<file path="src/pkg/stepper_spi_regs.vh">
`ifndef STEPPER_SPI_REGS_VH
`define STEPPER_SPI_REGS_VH
// frame and filter sizing
`define WORD_BITS 20
`define FILT_NS 20
`define CLK_NS 4
`define FILT_CYCLES ((`FILT_NS + `CLK_NS - 1) / `CLK_NS)
`define FILT_CNT_W 3
// last count of the filter window, at counter width
`define FILT_LAST 3'h4
`define IN_COUNT 4
// input index in the filter bank
`define IN_SCK 0
`define IN_SDI 1
`define IN_CSN 2
`define IN_ENN 3
// register select field positions
`define SEL_HI 19
`define SEL_MID 18
`define SEL_LO 17
`define SEL3_CHOP 3'h4
`define SEL3_SMART 3'h5
`define SEL3_SGCS 3'h6
`define SEL3_DRVCONF 3'h7
// read select field in the driver configuration word
`define RSEL_HI 5
`define RSEL_LO 4
`define RSEL_STEP 2'h0
`define RSEL_LOAD 2'h1
// reset values
`define WORD_RESET 20'h0_0000
`define FILT_RESET 4'hF
`define IN_SYNC_RESET 4'hF
`endif

</file>
<file path="src/hw/stepper_driver_spi_slave.v">
`timescale 1ns/1ps
`include "stepper_spi_regs.vh"
module stepper_driver_spi_slave (
  input wire clk,
  input wire srst,
  input wire sck,
  input wire sdi,
  input wire chip_select_n,
  input wire driver_enable_n,
  output wire sdo,
  output wire sdo_oe,
  output reg driver_enable_filt_n,
  input wire [9:0] status_mstep,
  input wire [9:0] status_load,
  input wire [4:0] status_scale,
  input wire [7:0] status_flags,
  output reg [`WORD_BITS-1:0] drvctrl_reg,
  output reg [`WORD_BITS-1:0] chopconf_reg,
  output reg [`WORD_BITS-1:0] smarten_reg,
  output reg [`WORD_BITS-1:0] sgcsconf_reg,
  output reg [`WORD_BITS-1:0] drvconf_reg,
  output reg [`WORD_BITS-1:0] command_reg,
  output reg command_valid,
  output wire [1:0] read_select
);

  reg [`IN_COUNT-1:0] sync1_reg;
  reg [`IN_COUNT-1:0] sync2_reg;
  reg [`IN_COUNT-1:0] filt_reg;
  reg [`IN_COUNT-1:0] filt_prev_reg;
  reg [`FILT_CNT_W-1:0] cnt_reg [0:`IN_COUNT-1];
  reg [`WORD_BITS-1:0] shift_reg;
  reg sdo_reg;
  // next values of the shift path, settled by the combinational block
  reg [`WORD_BITS-1:0] shift_next;
  reg sdo_next;
  // loop index for the per-pin filter bank
  integer i;

  // response word for the selected format
  function [`WORD_BITS-1:0] response;
    input [1:0] sel;
    input [9:0] mstep;
    input [9:0] load;
    input [4:0] scale;
    input [7:0] flags;
    begin
      case (sel)
        `RSEL_STEP: response = {mstep, 2'h0, flags};
        `RSEL_LOAD: response = {load, 2'h0, flags};
        default: response = {load[9:5], scale, 2'h0, flags};
      endcase
    end
  endfunction

  // rising edge of a filtered level against its copy one clock older
  function rise_of;
    input now;
    input prev;
    begin
      rise_of = now & ~prev;
    end
  endfunction

  // falling edge of a filtered level against its copy one clock older
  function fall_of;
    input now;
    input prev;
    begin
      fall_of = ~now & prev;
    end
  endfunction

  // edge flags of the filtered inputs
  wire sck_rise = rise_of(filt_reg[`IN_SCK], filt_prev_reg[`IN_SCK]);
  wire sck_fall = fall_of(filt_reg[`IN_SCK], filt_prev_reg[`IN_SCK]);
  wire cs_fall = fall_of(filt_reg[`IN_CSN], filt_prev_reg[`IN_CSN]);
  wire cs_rise = rise_of(filt_reg[`IN_CSN], filt_prev_reg[`IN_CSN]);
  wire cs_active = ~filt_reg[`IN_CSN];

  // read select and output pins; enable follows the filtered select only
  assign read_select = drvconf_reg[`RSEL_HI:`RSEL_LO];
  assign sdo = sdo_reg;
  assign sdo_oe = cs_active;

  // response captured when select falls; status is same-clock, no sync
  wire [`WORD_BITS-1:0] resp_word = response(read_select, status_mstep, status_load,
    status_scale, status_flags);

  // target decode of the word about to be latched; bit 19 low means drive word
  wire [2:0] sel_code = shift_reg[`SEL_HI:`SEL_LO];
  wire hit_drvctrl = ~shift_reg[`SEL_HI];
  wire hit_chop = (sel_code == `SEL3_CHOP);
  wire hit_smart = (sel_code == `SEL3_SMART);
  wire hit_sgcs = (sel_code == `SEL3_SGCS);
  wire hit_drvconf = (sel_code == `SEL3_DRVCONF);

  // two-stage synchroniser on every pin
  // reset to ones so idle-high pins give no false edge after reset
  // only the second stage is read further on
  always @(posedge clk) begin
    if (srst) begin
      sync1_reg <= `IN_SYNC_RESET;
      sync2_reg <= `IN_SYNC_RESET;
    end else begin
      sync1_reg <= {driver_enable_n, chip_select_n, sdi, sck};
      sync2_reg <= sync1_reg;
    end
  end

  // accept a new level only after it has held the full filter time
  // any bounce back to the old level restarts the count
  always @(posedge clk) begin
    if (srst) begin
      filt_reg <= `FILT_RESET;
      filt_prev_reg <= `FILT_RESET;
      for (i = 0; i < `IN_COUNT; i = i + 1) begin
        cnt_reg[i] <= {`FILT_CNT_W{1'b0}};
      end
    end else begin
      filt_prev_reg <= filt_reg;
      for (i = 0; i < `IN_COUNT; i = i + 1) begin
        if (sync2_reg[i] == filt_reg[i]) begin
          cnt_reg[i] <= {`FILT_CNT_W{1'b0}};
        end else if (cnt_reg[i] == `FILT_LAST) begin
          cnt_reg[i] <= {`FILT_CNT_W{1'b0}};
          filt_reg[i] <= sync2_reg[i];
        end else begin
          cnt_reg[i] <= cnt_reg[i] + 1'b1;
        end
      end
    end
  end

  // filtered driver enable
  // shares the pin filter; the extra flop keeps the output registered
  // so a short low pulse on the pin never reaches the motor stage
  always @(posedge clk) begin
    if (srst) begin
      driver_enable_filt_n <= 1'b1;
    end else begin
      driver_enable_filt_n <= filt_reg[`IN_ENN];
    end
  end

  // shift path next values: status preload, sample on rise, drive on fall
  always @* begin
    shift_next = shift_reg;
    sdo_next = sdo_reg;
    if (cs_fall) begin
      shift_next = resp_word;
      sdo_next = resp_word[`WORD_BITS-1];
    end else if (cs_active && sck_rise) begin
      shift_next = {shift_reg[`WORD_BITS-2:0], filt_reg[`IN_SDI]};
    end else if (cs_active && sck_fall) begin
      sdo_next = shift_reg[`WORD_BITS-1];
    end
  end

  // shift path registers; clock edges while deselected change nothing
  always @(posedge clk) begin
    if (srst) begin
      shift_reg <= `WORD_RESET;
      sdo_reg <= 1'b0;
    end else begin
      shift_reg <= shift_next;
      sdo_reg <= sdo_next;
    end
  end

  // latch the last word on chip select release and decode its target
  // every upper code is decoded, so no word is dropped silently
  // the pulse marks the cycle in which the new words appear
  always @(posedge clk) begin
    if (srst) begin
      command_reg <= `WORD_RESET;
      command_valid <= 1'b0;
      drvctrl_reg <= `WORD_RESET;
      chopconf_reg <= `WORD_RESET;
      smarten_reg <= `WORD_RESET;
      sgcsconf_reg <= `WORD_RESET;
      drvconf_reg <= `WORD_RESET;
    end else begin
      command_valid <= cs_rise;
      if (cs_rise) begin
        command_reg <= shift_reg;
        if (hit_drvctrl) begin
          drvctrl_reg <= shift_reg;
        end
        if (hit_chop) begin
          chopconf_reg <= shift_reg;
        end
        if (hit_smart) begin
          smarten_reg <= shift_reg;
        end
        if (hit_sgcs) begin
          sgcsconf_reg <= shift_reg;
        end
        if (hit_drvconf) begin
          drvconf_reg <= shift_reg;
        end
      end
    end
  end

endmodule // stepper_driver_spi_slave

</file>
<file path="config.mk">
export PLATFORM = sky130hd
export DESIGN_NAME = stepper_driver_spi_slave
export DESIGN_NICKNAME = d
export VERILOG_FILES = /design/src/hw/stepper_driver_spi_slave.v
export VERILOG_INCLUDE_DIRS = /design/src /design/src/pkg
export SDC_FILE = /design/constraint.sdc
export NUM_CORES = 1
export LEC_CHECK = 0
export ABC_AREA = 1
export BUFFER_PORTS_ARGS = -buffer_cell sky130_fd_sc_hd__buf_2
export CAP_MARGIN = 20
export CORE_MARGIN = 4
export CORE_UTILIZATION = 55
export DETAILED_ROUTE_END_ITERATION = 12
export GPL_ROUTABILITY_DRIVEN = 0
export PLACE_DENSITY = 0.8
export SETUP_SLACK_MARGIN = 0.4
export SYNTH_ARGS = -nofsm -noshare
export SYNTH_HDL_FRONTEND = slang
export SYNTH_SLANG_ARGS = --single-unit
</file>
<file path="constraint.sdc">
create_clock -name clk -period 2.3 [get_ports clk]
set_input_delay 0.575 -clock clk [delete_from_list [all_inputs] [get_ports clk]]
set_output_delay 0.575 -clock clk [all_outputs]
set_load 0.005 [all_outputs]
</file>
* Word-level counts from Yosys, hierarchy flattened *
Memories as Yosys holds them, arrays and structs flattened.
Cells that the tools add are included.

storage, ports and cells
  memories kept = 1
  input port bits = 39
  RAM bits = 12
  register bits after elaboration = 157

memory list
  name     words  bits a word  read ports  clocked after Yosys merged registers in  write ports  RTL line                       source
  cnt_reg  4      3            4           0                                        4            stepper_driver_spi_slave.v:31  reg [`FILT_CNT_W-1:0] cnt_reg [0:`IN_COUNT-1];

operators by class
  bitwise operators = 25
  eq/ne operators = 14
  add/sub/neg operators = 4
  reduce and logical (&&, ||, !) cells = 15
  muxes and demuxes = 64

operator list
  cell                                                  count
  2-to-1 mux 1 bit                                      49
  2-to-1 mux 20 bit                                     2
  one-hot mux 20 bit (2 select lines)                   1
  2-to-1 mux 3 bit                                      12
  equality test 3 bit (second input constant)           8
  AND reduction 2 bit                                   10
  adder 3 x 1 -> 3 bit (second input constant)          4
  bitwise OR 1 bit                                      12
  NOT 1 bit                                             9
  AND 1 bit                                             4
  equality test 1 bit                                   4
  nonzero test 2 bit                                    2
  equality test 2 x 1 -> 1 bit (second input constant)  1
  logical AND 1 bit                                     2
  logical NOT 2 bit                                     1
  != test 2 bit (second input constant)                 1

* Longest topological paths before layout *
An unclocked memory read counts as a cell.

  depth in word-level cells = 8
  depth in mapped cells = 8
  mapped depth without buffers = 7

* Worst setup path after synthesis *
OpenSTA, ideal clock, no wires.

  path kind = input port to flip-flop
  start point = input srst
  end point = register drvconf_reg[10]
  setup time = 64 ps
  arrival = 1496 ps
  setup slack = 741 ps
  cell stages on the path = 6
  path through = clkbuf_1 inv_1 buf_2 buf_1 nand2_1 nor2_1

RTL lines
  element                 RTL line                        source
  start: declaration      stepper_driver_spi_slave.v:5    input wire srst,
  end signal: assignment  stepper_driver_spi_slave.v:182  drvconf_reg <= `WORD_RESET;
  end signal: assignment  stepper_driver_spi_slave.v:200  drvconf_reg <= shift_reg;
  end: declaration        stepper_driver_spi_slave.v:21   output reg [`WORD_BITS-1:0] drvconf_reg,

* Final worst setup path *
  start point = register filt_reg[2]
  end point = register drvconf_reg[0]

between the ends
  cells in the longest elaborated chain, start to end = 2

RTL lines
  element                           RTL line                        source
  start: declaration                stepper_driver_spi_slave.v:29   reg [`IN_COUNT-1:0] filt_reg;
  start signal: assignment          stepper_driver_spi_slave.v:115  filt_reg <= `FILT_RESET;
  start signal: indexed assignment  stepper_driver_spi_slave.v:127  filt_reg[i] <= sync2_reg[i];
  AND 1 bit                         stepper_driver_spi_slave.v:61   rise_of = now & ~prev;
  AND reduction 2 bit (no line)     --

Every way passes these cells.
A chain may end at the register's enable or synchronous reset.

==> flow_summary.yaml <==
final_layout:
  final_cell_mix: "buf_2 (163), dfxtp_1 (156), nor2_1 (129)"
  drive_gt1_share_pct: 23.4
  final_cell_count_no_fill: 1116
  fin_nets: 1007
  fillers: 925
  final_common_cell: "buf_2"
  antenna_cells: 0
  areaGrowthSynthToFinish_pct: 24.1
floorplanning:
  die_h_um: 116
  die_w_um: 116
  core_um2: 11400
  placement_rows: 39
  io_pins: 165
  dieArea_um2: 13500
  initial_utilization_pct: 56.4
global_routing:
  first_global_vias: 5226
  grt_start_max_net_pins: 57
  grt_pass1_wl_um: 26300
  grt-ovfl-total: 0
  track_usage_pct: 25.4
  antenna_found_initial: 0
routing:
  wl_per_cell_um: 15.2
  first_pass_iters: 5
  viasPerCell: 5.22
  dr_total_vias: 5820
  antenna_left: 0
  drc: 0
  wirelength_um: 17000
  drt_first_iter_violations: 519
logic_synthesis:
  synth-seq-area-share_pct: 54.1
  netlist_instances: 804
  synth_flop_cell: "dfxtp_1"
  ys_seq_elements: 168
  synth_edf_count: 12
  synth.distinct_cells: 35
  syn_area_um2: 6440
  ys_async_sr_fraction_pct: 0
  syn_area_per_cell_um2: 8.01
  yosysWarnings: 0
sta:
  clock_skew_ns: 0.00379
  setup_viol: 0
  drv_slew: 0
  relSlewSlack_pct: 54.8
  finalSetupTns_ns: 0
  holdWs_ns: 0.331
  max_slew.worst_pin.slew_ns: 0.676
  fin_crit_sh_pct: 81.2
  fmax_mhz: 536
  grt_setup_unrepaired: "true"
  final-hold-violation-count: 0
  period_minus_slack_ns: 1.87
placement:
  portBuffers: 163
  dp_hpwl_um: 11800
  place_inst: 1084
clocking:
  cts.reportedPaths.clkPinSlew_ns: 0.06
  clock_latency_ns: 0.43
  cts.repair.resized: 1
  cts_buffers: 17
  clockBufferDepth: 2
  cts_max_level: 4
  cts_tree: "built"
  cts_setup_buffers: 0
  clkSinkCount: 168
  cts_root_buffer: "clkbuf_16"
  cts_hold_buf: 0
critical_path:
  crit_required_ns: 2.66
  critPathKind: "register to register"
  arrival_ns: 2.22
  cp_slowest_cell: "dfxtp_1"
  max_stage_delay_ns: 0.47
  critPathCaptureType: "register"
  critPathLaunchType: "register"
  cp_max_fo: 54
  path_cells: "inv_2 -> nor2_8 -> clkbuf_8 -> nand2_1 -> nor3_2 -> buf_4 -> nor2_1 -> nor2_1"
  crit_path_frequent_cell: "nor2_1"
power:
  p_leak_nw: 3.75
  powerDensity_nw_per_um2: 798
  ir_worst_vdd_mv: 0.680
  p_total_mw: 6.38
job:
  drv_cap: 0
worst_hold_path:
  hold_path.class: "primary input to register"
run_status:
  status: "completed"
## cells in the mapped netlist, types with 5 or more instances
cell	number	area share, %
a21oi_1	81	6.3
or2_2	9	0.87
nor2_1	130	7.6
edfxtp_1	12	5.6
buf_2	19	1.5
ha_1	8	1.6
o21ai_1	5	0.39
inv_1	78	4.5
clkbuf_1	18	1.0
o21ai_0	74	5.7
nand3_1	55	4.3
a211oi_1	9	1.0
dfxtp_1	156	48
nand2_1	104	6.1
buf_4	6	0.70
## kinds of logic after synthesis
family	share of synthesized area, %
AOI/OAI and AO/OA	14.5
xor gates and xnor gates	0.680
adders and majority gates	1.55
buffers and inverters	8.41
DFF	54.1
other	0.117
and+or+nand+nor	20.6
## worst paths after layout
| check | startpoint | to | slack (ns) | cells past startpoint |
|---|---|---|---|---|
| worst max register to register | filt_reg[2] | drvconf_reg[0] | 0.43 | 8 |
| worst min-delay path | chip_select_n | sync1_reg[2] | 0.33 | 2 |
| worst min register to register | sync1_reg[0] | sync2_reg[0] | 0.41 | 1 |
| worst max-delay path | filt_reg[2] | drvconf_reg[0] | 0.43 | 8 |
## report_power, final
| group | leakage [nW] | switching (mW) | internal, mW |
|---|---|---|---|
| logic | 2.05 | 0.204 | 0.122 |
| registers | 1.39 | 0.0546 | 3.00 |
| clock network | 0.311 | 1.11 | 1.89 |
| total | 3.75 | 1.36 | 5.02 |
## final cells by class
| class | instances | area (um2) | share of cell area [%] |
|---|---|---|---|
| timing repair buffer | 174 | 930 | 11.6 |
| clock buffer | 25 | 518 | 6.48 |
| sequential | 168 | 3480 | 43.6 |
| inverter | 83 | 314 | 3.93 |
| clock inverter | 7 | 110 | 1.38 |
| tap | 143 | 179 | 2.24 |
| multi-input combinational | 516 | 2460 | 30.8 |
## metrics by stage
step	area [um2]	util, %	setup slack, ns
5_1_grt	8000	70.0	0.265
6_report	8000	70.0	0.433
4_1_cts	7990	70.0	0.445
2_1_floorplan	6480	-	0.741
3_3_place_gp	7360	64.4	0.453
3_5_place_dp	7360	64.4	0.362
## metal layers
layer | track usage (%) | routed length (um)
met5 | 0 | 0
met4 | 11.5 | 493
met3 | 6.32 | 1290
met2 | 41.3 | 8220
met1 | 32.0 | 6970
## worst max-delay path, delay by kind of cell (launching register included)
family                 cells  cell delay [ns]
flip-flops                 1             0.47
buffers and inverters      3             0.77
AND/OR/NAND/NOR            5             0.56
Power figures use the tool's default switching activity.
